[config.mk]
export PLATFORM = sky130hd
export DESIGN_NAME = adsc_control
export DESIGN_NICKNAME = d
export VERILOG_FILES = /design/src/verilog/adsc_pkg.sv /design/src/verilog/adsc_control.sv
export SDC_FILE = /design/constraint.sdc
export NUM_CORES = 1
export LEC_CHECK = 0
export BUFFER_PORTS_ARGS = -buffer_cell sky130_fd_sc_hd__clkbuf_2
export CAP_MARGIN = 20
export CORE_MARGIN = 2
export CORE_UTILIZATION = 51
export CTS_CLUSTER_SIZE = 40
export DETAILED_ROUTE_END_ITERATION = 12
export GPL_ROUTABILITY_DRIVEN = 0
export GPL_TIMING_DRIVEN = 0
export PLACE_DENSITY = 0.87
export SLEW_MARGIN = 20
export SYNTH_ARGS = -nofsm -noshare
export SYNTH_HDL_FRONTEND = slang
export SYNTH_SLANG_ARGS = --single-unit
[constraint.sdc]
create_clock -name clock_in -period 2.5 [get_ports clock_in]
set_input_delay 0.5 -clock clock_in [delete_from_list [all_inputs] [get_ports clock_in]]
set_output_delay 0.5 -clock clock_in [all_outputs]
set_load 0.02 [all_outputs]
[src/verilog/adsc_pkg.sv]
package adsc_pkg;

   // divider select codes and their ratios
   localparam logic [2:0] DIV_SEL_1   = 3'h4;
   localparam logic [2:0] DIV_SEL_2   = 3'h0;
   localparam logic [2:0] DIV_SEL_4   = 3'h5;
   localparam logic [2:0] DIV_SEL_8   = 3'h1;
   localparam logic [2:0] DIV_SEL_16  = 3'h6;
   localparam logic [2:0] DIV_SEL_32  = 3'h2;
   localparam logic [5:0] RATIO_1     = 6'h01;
   localparam logic [5:0] RATIO_2     = 6'h02;
   localparam logic [5:0] RATIO_4     = 6'h04;
   localparam logic [5:0] RATIO_8     = 6'h08;
   localparam logic [5:0] RATIO_16    = 6'h10;
   localparam logic [5:0] RATIO_32    = 6'h20;

   // conversion length in conversion clock periods per resolution
   localparam int         RES_8       = 8;
   localparam int         RES_9       = 9;
   localparam int         RES_12      = 12;
   localparam logic [6:0] LEN_RES_8   = 7'h40;
   localparam logic [6:0] LEN_RES_9   = 7'h4C;
   localparam logic [6:0] LEN_RES_12  = 7'h50;

   // timing: least conversion clock period, system clock period
   localparam int         CONV_CLK_MIN_NS = 1000;
   localparam int         SYS_CLK_PER_NS  = 8;
   localparam int         CONV_CLK_MIN_CYC_I = (CONV_CLK_MIN_NS + SYS_CLK_PER_NS - 1) / SYS_CLK_PER_NS;
   localparam logic [7:0] CONV_CLK_MIN_CYC   = 8'(CONV_CLK_MIN_CYC_I);

   // analog pin configuration
   localparam logic [2:0] PCFG_ALL_DIGITAL = 3'h0;
   localparam logic [2:0] PCFG_ONE         = 3'h1;
   localparam logic [2:0] PCFG_TWO         = 3'h2;
   localparam logic [2:0] PCFG_THREE       = 3'h3;
   localparam logic [3:0] AMASK_NONE       = 4'h0;
   localparam logic [3:0] AMASK_ONE        = 4'h1;
   localparam logic [3:0] AMASK_TWO        = 4'h3;
   localparam logic [3:0] AMASK_THREE      = 4'h7;
   localparam logic [3:0] AMASK_ALL        = 4'hF;
   localparam int         RESULT_W         = 16;

   typedef enum logic [3:0] {
      ST_IDLE = 4'h1,
      ST_HOLD = 4'h2,
      ST_SYNC = 4'h4,
      ST_CONV = 4'h8
   } adsc_state_t;

   typedef struct packed {
      adsc_state_t state;
      logic        start;
      logic [4:0]  div_cnt;
      logic        tick;
      logic [6:0]  conv_cnt;
      logic        pending;
      logic        irq_flag;
      logic        irq;
      logic        core_reset;
      logic        core_sample;
      logic        power_down;
      logic        too_fast;
      logic [3:0]  analog_en;
      logic [3:0]  pin_input;
      logic [3:0]  pullup_en;
      logic [1:0]  channel;
      logic [7:0]  res_high;
      logic [7:0]  res_low;
   } adsc_regs_t;

endpackage : adsc_pkg

[src/verilog/adsc_control.sv]
// Contract
// - conversion clock is the system clock divided by the selected ratio.
// - select 100=/1, 000=/2, 101=/4, 001=/8, 110=/16, 010=/32.
// - start bit going 0-1-0 begins a conversion.
// - start held high keeps converter reset and pending flag at one.
// - pending flag falls when conversion ends; result registers then valid.
// - conversion lasts 64, 76 or 80 periods for 8, 9, 12 bits.
// - conversion runs alone in hardware, never stalling the processor.
// - analog-enabled pins are inputs whatever the direction register says.
// - pull-ups only on digital pins; analog pins lose them.
// - a re-init pulse leaves the pending flag high.
// - pin config all zero gives digital pins and converter powered down.
// - changing selection to all zero needs no re-init pulse.
// - interrupt reaches processor only with global and converter enables set.
// - pin config 100 or above makes all four pins analog.
// - end of conversion sets the request flag regardless of enables.
// - wide results: upper eight bits high, remaining bits left-justified low.
module adsc_control
   import adsc_pkg::*;
#(
   parameter int RES_BITS = RES_12
) (
   input  wire logic                clock_in,
   input  wire logic                sys_rst_in,
   input  wire logic [2:0]          conv_clock_divider_sel_in,
   input  wire logic [2:0]          analog_pin_config_in,
   input  wire logic [2:0]          analog_channel_sel_in,
   input  wire logic                start_in,
   input  wire logic [3:0]          port_dir_input_in,
   input  wire logic [3:0]          port_pullup_reg_in,
   input  wire logic                global_irq_enable_in,
   input  wire logic                converter_irq_enable_in,
   input  wire logic                irq_flag_clear_in,
   input  wire logic [RES_BITS-1:0] core_result_in,
   output logic                     conversion_pending_flag_out,
   output logic                     irq_request_flag_out,
   output logic                     irq_out,
   output logic                     conv_clock_tick_out,
   output logic                     conv_clock_too_fast_out,
   output logic                     core_reset_out,
   output logic                     core_sample_out,
   output logic                     core_power_down_out,
   output logic [1:0]               core_channel_out,
   output logic [3:0]               pin_analog_en_out,
   output logic [3:0]               pin_input_out,
   output logic [3:0]               pin_pullup_en_out,
   output logic [7:0]               result_high_reg_out,
   output logic [7:0]               result_low_reg_out
);

   localparam logic [6:0] CONV_LEN = (RES_BITS == RES_8) ? LEN_RES_8 :
                                     (RES_BITS == RES_9) ? LEN_RES_9 : LEN_RES_12;
   localparam int         JUSTIFY  = RESULT_W - RES_BITS;

   adsc_regs_t r_q;
   adsc_regs_t r_d;
   logic [5:0]          ratio;
   logic [3:0]          amask;
   logic [RESULT_W-1:0] res_wide;

   always_comb begin
      unique case (conv_clock_divider_sel_in)
         DIV_SEL_1:  ratio = RATIO_1;
         DIV_SEL_2:  ratio = RATIO_2;
         DIV_SEL_4:  ratio = RATIO_4;
         DIV_SEL_8:  ratio = RATIO_8;
         DIV_SEL_16: ratio = RATIO_16;
         DIV_SEL_32: ratio = RATIO_32;
         // the two unlisted codes fall back to the slowest, safest clock
         default:    ratio = RATIO_32;
      endcase
      unique case (analog_pin_config_in)
         PCFG_ALL_DIGITAL: amask = AMASK_NONE;
         PCFG_ONE:         amask = AMASK_ONE;
         PCFG_TWO:         amask = AMASK_TWO;
         PCFG_THREE:       amask = AMASK_THREE;
         default:          amask = AMASK_ALL;
      endcase
      res_wide = RESULT_W'(core_result_in) << JUSTIFY;
   end

   always_comb begin
      r_d = r_q;
      r_d.start       = start_in;
      r_d.core_sample = 1'b0;
      // divider free-runs so the tick grid is stable for the sequencer
      if (r_q.div_cnt >= 5'(ratio - RATIO_1)) begin
         r_d.div_cnt = '0;
         r_d.tick    = 1'b1;
      end else begin
         r_d.div_cnt = r_q.div_cnt + 5'h01;
         r_d.tick    = 1'b0;
      end
      // period counted in system cycles, so no product can overflow the compare
      r_d.too_fast   = ({2'h0, ratio} < CONV_CLK_MIN_CYC);
      // pin function override is registered from software bits, one cycle behind them
      r_d.analog_en  = amask;
      r_d.pin_input  = port_dir_input_in | amask;
      r_d.pullup_en  = port_pullup_reg_in & ~amask;
      r_d.power_down = (amask == AMASK_NONE);
      r_d.channel    = analog_channel_sel_in[1:0];

      // sequencer runs beside the processor; no stall path exists
      unique case (r_q.state)
         ST_IDLE: begin
            r_d.core_reset = 1'b0;
         end
         ST_HOLD: begin
            r_d.core_reset = 1'b1;
            r_d.pending    = 1'b1;
            if (!start_in) begin
               r_d.state = ST_SYNC;
            end
         end
         ST_SYNC: begin
            r_d.core_reset = 1'b0;
            if (r_q.tick) begin
               r_d.state    = ST_CONV;
               r_d.conv_cnt = '0;
            end
         end
         ST_CONV: begin
            if (r_q.tick) begin
               if (r_q.conv_cnt == 7'(CONV_LEN - 7'h01)) begin
                  r_d.state       = ST_IDLE;
                  r_d.pending     = 1'b0;
                  r_d.core_sample = 1'b1;
                  r_d.res_high    = res_wide[15:8];
                  r_d.res_low     = res_wide[7:0];
               end else begin
                  r_d.conv_cnt = r_q.conv_cnt + 7'h01;
               end
            end
         end
         default: begin
            r_d.state = ST_IDLE;
         end
      endcase
      // a new rising edge aborts anything in flight and resets the core
      if (start_in && !r_q.start) begin
         r_d.state       = ST_HOLD;
         r_d.pending     = 1'b1;
         r_d.core_reset  = 1'b1;
         // a completion tick in this same cycle is dropped with the aborted run
         r_d.core_sample = 1'b0;
         r_d.res_high    = r_q.res_high;
         r_d.res_low     = r_q.res_low;
      end

      // set beats clear in the same cycle
      if (r_d.core_sample) begin
         r_d.irq_flag = 1'b1;
      end else if (irq_flag_clear_in) begin
         r_d.irq_flag = 1'b0;
      end
      r_d.irq = r_d.irq_flag & global_irq_enable_in & converter_irq_enable_in;
   end

   always_ff @(posedge clock_in or posedge sys_rst_in) begin
      if (sys_rst_in) begin
         r_q            <= '0;
         r_q.state      <= ST_IDLE;
         r_q.power_down <= 1'b1;
      end else begin
         r_q <= r_d;
      end
   end

   assign conversion_pending_flag_out = r_q.pending;
   assign irq_request_flag_out        = r_q.irq_flag;
   assign irq_out                     = r_q.irq;
   assign conv_clock_tick_out         = r_q.tick;
   assign conv_clock_too_fast_out     = r_q.too_fast;
   assign core_reset_out              = r_q.core_reset;
   assign core_sample_out             = r_q.core_sample;
   assign core_power_down_out         = r_q.power_down;
   assign core_channel_out            = r_q.channel;
   assign pin_analog_en_out           = r_q.analog_en;
   assign pin_input_out               = r_q.pin_input;
   assign pin_pullup_en_out           = r_q.pullup_en;
   assign result_high_reg_out         = r_q.res_high;
   assign result_low_reg_out          = r_q.res_low;

endmodule : adsc_control

# Word-level counts from Yosys, hierarchy flattened
# Index checks and enable logic that the tools add are counted.
dict set report word_totals {
  register_bits 51
  in_bits 35
  wordCells 84
  output_inout_bits 38
}
dict set report op_classes {
  eq_ne 20
  n_bitwise 6
  order_cmp 1
  n_addsub 3
  muxes 23
  n_reduce_logical 13
}
# op n
set ops {}
lappend ops {{one-hot mux 4 bit (4 select lines)} 2}
lappend ops {{one-hot mux 5 bit (5 select lines)} 1}
lappend ops {{2-to-1 mux 4 bit} 5}
lappend ops {{2-to-1 mux 7 bit} 2}
lappend ops {{one-hot mux 7 bit (2 select lines)} 1}
lappend ops {{!= test 3 bit (second input constant)} 4}
lappend ops {{equality test 3 bit (second input constant)} 3}
lappend ops {{2-to-1 mux 8 bit} 1}
lappend ops {{!= test 2 bit (second input constant)} 4}
lappend ops {{AND reduction 4 bit} 2}
lappend ops {{adder 7 x 1 -> 7 bit (second input constant)} 1}
lappend ops {{equality test 7 bit (second input constant)} 1}
lappend ops {{2-to-1 mux 1 bit} 7}
lappend ops {{equality test 3 x 1 -> 1 bit (second input constant)} 2}
lappend ops {{equality test 3 x 2 -> 1 bit (second input constant)} 2}
lappend ops {{logical NOT 3 bit} 2}
lappend ops {{2-to-1 mux 6 bit} 1}
lappend ops {{nonzero test 3 bit} 2}
lappend ops {{adder 5 x 1 -> 5 bit (second input constant)} 1}
lappend ops {{>= comparator 5 bit} 1}
lappend ops {{AND reduction 5 bit} 1}
lappend ops {{subtractor 5 x 1 -> 5 bit (second input constant)} 1}
lappend ops {{bitwise AND 4 bit} 1}
lappend ops {{equality test 4 x 1 -> 1 bit (second input constant)} 1}
lappend ops {{15 further kinds} 17}

# Depth between registers and ports, before layout
# Gate-level depths: netlist of the first run.
dict set report logic_depth {
  ltp_word 8
  depth_mapped 10
  depth_no_buf 10
}

# Worst setup path after synthesis of the first run
# No wires, ideal clock.
dict set report synth_path {
  kind {input to register}
  from {input port conv_clock_divider_sel_in[0]}
  to {register r_q[45] (netlist bit)}
  path_stages 8
  n_path_buf 0
  t_required_ns 2.406
  setup_time_ns 0.094
  slack_ns 0.399
  t_arrival_ns 2.007
  path_cell_list {or3_1 > ha_1 > inv_1 > xnor2_1 > ha_1 > o21ai_0 > o21bai_1 > a211oi_1}
}
# item line_no
set synth_lines {}
lappend synth_lines {{start, declared} adsc_control.sv:25} ;# input wire logic [2:0] conv_clock_divider_sel_in,
lappend synth_lines {{end signal, assigned} adsc_control.sv:165} ;# r_q <= r_d;
lappend synth_lines {{end, declared} adsc_control.sv:55} ;# adsc_regs_t r_q;

# Worst setup path after layout of the first run
dict set report layout_path {
  from {register r_q[37] (netlist bit)}
  to {register r_q (netlist bit result_high_reg_out[3])}
}
dict set report layout_via {
  elab_chain_cells 2
}
# item line_no
set layout_rtl {}
lappend layout_rtl {{equality test 7 bit} adsc_control.sv:124} ;# if (r_q.conv_cnt == 7'(CONV_LEN - 7'h01)) begin
lappend layout_rtl {{AND reduction 4 bit (no source line)} n/a}
# No other way between the ends.
# A chain may end at the register's enable or synchronous reset.

==> impl_metrics.py, run 1 <==
metrics = {
    "critical_path": {
        "reg2reg_from": "r_q[37]",
        "cp-end-kind": "flop",
        "startpoint_type": "flop",
        "critPathMaxFanout": 10,
        "crit_arrival_ps": 2460,
        "worstPathRequired_ps": 2690,
        "crit_start": "r_q[37]",
        "path_class": "flop to flop",
    },
    "yosys": {
        "synth_cell_types": 46,
        "synthSimpleGateAreaFrac_pct": 14.4,
        "synthXorXnorAreaFrac_pct": 2.48,
        "synth-compound-area-share_pct": 8.61,
        "muxShareOfSynthArea_pct": 6.53,
        "syn_area_um2": 2470,
        "synth_top_family_by_area": "simple AND/OR/NAND/NOR gates",
        "synth-seq-cells": 51,
        "synthArstFlopShare_pct": 100,
        "ys_seq_area_share_pct": 51.7,
        "synthCells": 215,
        "yosysWarnings": 0,
        "synth.avg_cell_area_um2": 11.5,
        "ys.flop_type": "dfrtp_1",
        "synthAdderAreaFrac_pct": 4.05,
        "synth_edf_count": 0,
    },
    "layout": {
        "drive_above_1_share_pct": 43.7,
        "area_growth_pct": 20.8,
        "fillers": 373,
        "antenna_cells": 0,
        "fin_nets": 336,
    },
    "floorplan": {
        "die_x_um": 73.6,
        "start_util_pct": 52.7,
        "io_pins": 73,
        "die_h_um": 73.6,
        "fp.coreArea_um2": 4690,
        "die-area_um2": 5420,
        "rows": 25,
    },
    "sta": {
        "max_freq_mhz": 439,
        "final-setup-viol-count": 0,
        "final.setup.tns_ps": 0,
        "relSlewSlack_pct": 52.1,
        "fin_crit_sh_pct": 91.0,
        "hold_violations": 0,
        "slew_violations": 0,
        "worstMarginPinSlew_ps": 708,
        "finClkSkew_ps": 5.03,
        "rsz0062_at_grt": "no",
        "fin_crit_ps": 2280,
        "hold_ws_ps": 199,
    },
    "cts": {
        "htree_num_levels": 2,
        "numCtsBuffers": 5,
        "post_cts_resized": 0,
        "cts_buffer_depth": 2,
        "hold_buffers": 0,
        "clk_pin_slew_ps": 90,
        "cts_root_buffer": "clkbuf_8",
        "cts_sinks": 51,
        "clock_latency_ps": 300,
        "postCtsSetupRepairBufs": 0,
        "cts_tree": "built",
    },
    "outcome": {
        "status": "complete, no violations",
    },
    "global_routing": {
        "track_usage_pct": 16.9,
        "grt_pass1_wl_um": 7030,
        "antenna_found_initial": 0,
        "grt_max_degree": 29,
        "grt_pass1_vias": 1656,
        "grt.overflow.total": 0,
    },
    "pwr": {
        "p_leak_nw": 1.55,
        "powerDensity_nw_per_um2": 585,
        "ir_worst_vdd_mv": 0.436,
    },
    "route": {
        "viasPerCell": 4.92,
        "top_layer": "met4",
        "routed_wl_um": 4090,
        "vias": 1706,
        "initialDrtViolationCount": 54,
        "met3WireLength_um": 248,
        "wire_per_inst_um": 11.8,
        "detail_route.first_pass.iterations": 4,
        "drc_errors": 0,
        "drtAntennaViolNets": 0,
        "wl_met2_um": 1960,
        "wl_met1_um": 1810,
    },
    "hold_path": {
        "hp-class": "primary input to async pin",
    },
    "placement": {
        "io_buffers": 67,
        "place_hpwl_um": 3190,
    },
    "flow_run": {
        "maxCapViolCount": 0,
    },
}
[cells by family (layout without fill, tap and decap cells)]
kind of cell / after synthesis / after routing
flip-flops: 51 / 51
other: 2 / 5
buffers and inverters: 44 / 119
AND/OR/NAND/NOR: 59 / 59
AO/OA/AOI/OAI: 32 / 32
XOR/XNOR: 7 / 7
adder cells (fa/ha/maj): 8 / 8
multiplexers: 12 / 12
[Yosys cell counts, drive strengths merged (2+ instances only)]
library cell	instances	area (um2)
nand4	2	12.5
and4	2	17.5
nor2	8	30.0
nand3	13	65.1
dfstp	2	52.6
nand2	6	25.0
dfrtp	49	1230
ha	8	100
conb	2	7.51
nand2b	6	37.5
or2	4	25.0
a211oi	6	45.0
nor4b	2	32.5
nor2b	4	25.0
clkbuf	2	7.51
or3	3	18.8
mux2	12	161
o21ai	8	40.0
nor3b	2	26.3
xor2	4	35.0
nor3	3	15.0
a21oi	7	35.0
inv	9	33.8
and2	3	18.8
buf	33	253
xnor2	3	26.3
[final timing paths]
kind | end | slack [ps] | depth (start not counted)
min in group clock_in | core_channel_out[0] | 300 | 1
worst min register to register | r_q[52] | 470 | 1
worst max register to register | result_high_reg_out[3] | 220 | 6
max in group asynchronous | r_q[51] | 1710 | 3
worst min-delay path | core_channel_out[0] | 200 | 2
worst max-delay path | result_high_reg_out[3] | 220 | 6
[where the power goes]
| group | switching, mW | internal, mW | total (mW) |
|---|---|---|---|
| logic | 0.196 | 0.169 | 0.365 |
| registers | 0.0507 | 0.889 | 0.939 |
| clock network | 0.251 | 0.192 | 0.443 |
| total | 0.498 | 1.25 | 1.75 |
[metrics by stage]
stage / util, % / setup WS [ps] / std cells / instance area (um2) / total power [mW]
3_3_place_gp: 61.5 / 152 / 339 / 2890 / 1.30
3_5_place_dp: 61.9 / 75.3 / 340 / 2910 / 1.33
5_1_grt: 63.6 / 62.0 / 347 / 2990 / 1.86
4_1_cts: 63.6 / 238 / 347 / 2990 / 1.77
2_1_floorplan: - / 399 / 218 / 2480 / 1.22
6_report: 63.6 / 224 / 347 / 2990 / 1.75
[cells in the final DEF (no fill, tap or decap), types with 2 or more instances in the layout]
| master | Yosys | routed |
|---|---|---|
| clkbuf_1 | 2 | 3 |
| and2_1 | 3 | 3 |
| o21ai_0 | 8 | 8 |
| clkbuf_8 | 0 | 5 |
| buf_6 | 2 | 2 |
| and4_1 | 2 | 2 |
| nand4_1 | 2 | 2 |
| xnor2_1 | 3 | 3 |
| mux2_4 | 7 | 7 |
| xor2_1 | 4 | 4 |
| ha_1 | 8 | 8 |
| or3_1 | 3 | 3 |
| nor3_1 | 3 | 3 |
| clkbuf_2 | 0 | 67 |
| mux2_2 | 4 | 4 |
| dfrtp_1 | 49 | 49 |
| nand2_1 | 5 | 5 |
| conb_1 | 2 | 5 |
| nor2_1 | 8 | 8 |
| a211oi_1 | 6 | 6 |
| a21oi_1 | 7 | 7 |
| nor2b_1 | 4 | 4 |
| dfstp_2 | 2 | 2 |
| inv_1 | 9 | 8 |
| nand3_1 | 13 | 13 |
| nand2b_1 | 6 | 6 |
| or2_2 | 3 | 3 |
| buf_4 | 30 | 30 |
[metal layers]
metal	up-vias	GRT usage (%)
met5	-	0
met4	0	6.26
met3	8	4.12
met2	55	29.0
met1	786	20.6
li1	857	-
[flip-flops by register name, indices dropped and copies added, names as in the netlist]
| register | flops |
|---|---|
| result_low_reg_out | 4 |
| r_q | 17 |
| core_sample_out | 1 |
| irq_request_flag_out | 1 |
| core_channel_out | 2 |
| pin_input_out | 4 |
| conversion_pending_flag_out | 1 |
| conv_clock_too_fast_out | 1 |
| irq_out | 1 |
| conv_clock_tick_out | 1 |
| core_power_down_out | 1 |
| pin_pullup_en_out | 4 |
| pin_analog_en_out | 4 |
| result_high_reg_out | 8 |
| core_reset_out | 1 |
[cell type report]
type	instances	area [um2]	area share, %
buffer	35	260	8.72
clock inverter	1	7.51	0.251
inverter	9	33.8	1.13
clock buffer	6	72.6	2.43
tap	54	67.6	2.26
timing repair buffer	68	355	11.9
multi-input combinational	123	910	30.5
sequential	51	1280	42.8
[critical path, stage by stage (launching register included)]
cell and delay, ps:
dfrtp_1 400, ha_1 200, nand3_1 150, nor3_1 450, nor3b_4 430, buf_6 220
mux2_4 320
Power figures use the tool's default switching activity.
==> inputs of run 2 (changes only) <==
Settings changed: RECOVER_POWER set to 100.
==> run 2 against run 1 <==
  * Sequential share of layout area increased by 1.2 points
  * Critical path type unchanged
  * Utilization decreased by 1.7 points
  * Total power fell by 0.57%
  * Global-route usage did not move
==> impl_metrics.py, run 2 (same netlist as run 1, synthesis figures left out) <==
metrics = {
    "route": {
        "wl_met2_um": 1970,
        "vias": 1711,
        "detail_route.first_pass.iterations": 4,
        "initialDrtViolationCount": 51,
        "top_layer": "met4",
        "drc_errors": 0,
        "viasPerCell": 4.93,
        "wl_met1_um": 1770,
        "routed_wl_um": 4090,
        "met3WireLength_um": 274,
        "drtAntennaViolNets": 0,
        "wire_per_inst_um": 11.8,
    },
    "cts": {
        "postCtsSetupRepairBufs": 0,
        "cts_buffer_depth": 2,
        "cts_sinks": 51,
        "clock_latency_ps": 300,
        "htree_num_levels": 2,
        "clk_pin_slew_ps": 90,
        "cts_root_buffer": "clkbuf_8",
        "numCtsBuffers": 5,
        "cts_tree": "built",
        "hold_buffers": 0,
        "post_cts_resized": 0,
    },
    "critical_path": {
        "path_class": "flop to flop",
        "critPathMaxFanout": 10,
        "worstPathRequired_ps": 2680,
        "r2r_slack_ps": 220,
        "cp-end-kind": "flop",
        "crit_arrival_ps": 2460,
        "startpoint_type": "flop",
    },
    "sta": {
        "slew_violations": 0,
        "worstMarginPinSlew_ps": 1200,
        "max_freq_mhz": 439,
        "fin_crit_sh_pct": 91.1,
        "final.setup.tns_ps": 0,
        "relSlewSlack_pct": 19.8,
        "finClkSkew_ps": 4.68,
        "final-setup-viol-count": 0,
        "fin_crit_ps": 2280,
        "hold_violations": 0,
        "rsz0062_at_grt": "no",
    },
    "floorplan": {
        "rows": 25,
        "io_pins": 73,
        "start_util_pct": 52.7,
        "die_x_um": 73.6,
        "die-area_um2": 5420,
        "fp.coreArea_um2": 4690,
        "die_h_um": 73.6,
    },
    "placement": {
        "io_buffers": 67,
        "place_hpwl_um": 3190,
    },
    "layout": {
        "area_growth_pct": 17.5,
        "layout_commonest_cell": "dfrtp_1",
        "fin_nets": 336,
        "top_register": "r_q",
        "largest_register_ffs": 17,
        "multi_input_area_um2": 883,
        "drive_above_1_share_pct": 27.6,
        "regArea_um2": 1280,
        "layout_common_cells": "49 x dfrtp_1, 41 x clkbuf_1, 30 x buf_4, 30 x clkbuf_2, 13 x nand3_1",
        "antenna_cells": 0,
        "fillers": 402,
    },
    "pwr": {
        "powerDensity_nw_per_um2": 598,
        "power_mw": 1.74,
        "p_leak_nw": 1.43,
        "ir_worst_vdd_mv": 0.435,
    },
    "global_routing": {
        "grt.overflow.total": 0,
        "grt_pass1_wl_um": 7030,
        "grt_max_degree": 29,
        "grt_pass1_vias": 1656,
        "track_usage_pct": 16.9,
        "antenna_found_initial": 0,
    },
    "hold_path": {
        "hp-class": "primary input to flop",
    },
    "outcome": {
        "status": "complete, no violations",
    },
    "flow_run": {
        "maxCapViolCount": 0,
    },
}
run 2: cell types whose count changed in the layout (fill, tap and decap cells not counted), sizes merged:
| cell | change |
|---|---|
| buf | -2 |
| clkbuf | +1 |
| dlymetal6s2s | +1 |
run 2: metal layers:
metal / track usage, % / up-vias
met3: 4.12 / 8
met1: 20.6 / 790
met4: 6.26 / 0
met2: 29.0 / 59
met5: 0 / -
li1: - / 854
run 2: area by class of cell:
cell class              instances  share of cell area, %
flip-flops and latches         51                   44.0
multi-input cells             123                   30.4
repair buffers                 68                   10.4
plain buffers                  35                   8.92
clock buffers                   6                   2.50
well taps                      54                   2.33
inverters                       9                   1.16
clock inverters                 1                  0.259
run 2: final timing paths:
check | start | cells past startpoint | end
worst max-delay path | r_q[37] | 6 | result_high_reg_out[3]
worst min-delay path | analog_channel_sel_in[0] | 1 | core_channel_out[0]
min in group asynchronous | sys_rst_in | 2 | core_channel_out[0]
worst max register to register | r_q[37] | 6 | result_high_reg_out[3]
max in group asynchronous | sys_rst_in | 3 | r_q[37]
worst min register to register | r_q[50] | 1 | r_q[52]
run 2: worst max-delay path, cell delays in order, from the launching register on:
cell and delay (ps):
dfrtp_1 400, ha_1 200, nand3_1 140, nor3_1 440, nor3b_4 430, buf_6 210, mux2_1 340
run 2: through the flow:
stage	utilization (%)	cells	setup slack (ps)	area, um2	hold slack [ps]
after global routing	61.9	347	32.3	2900	293
after floorplan	-	218	399	2480	443
after detailed placement	61.9	340	75.3	2910	464
after global placement	61.5	339	152	2890	451
after CTS	63.6	347	238	2990	210
final	61.9	347	223	2900	306
run 2: report_power, final:
part           internal (mW)  leakage (nW)  switching, mW
clock network          0.192        0.0373          0.251
registers              0.889         0.648         0.0505
logic                  0.161         0.750          0.195
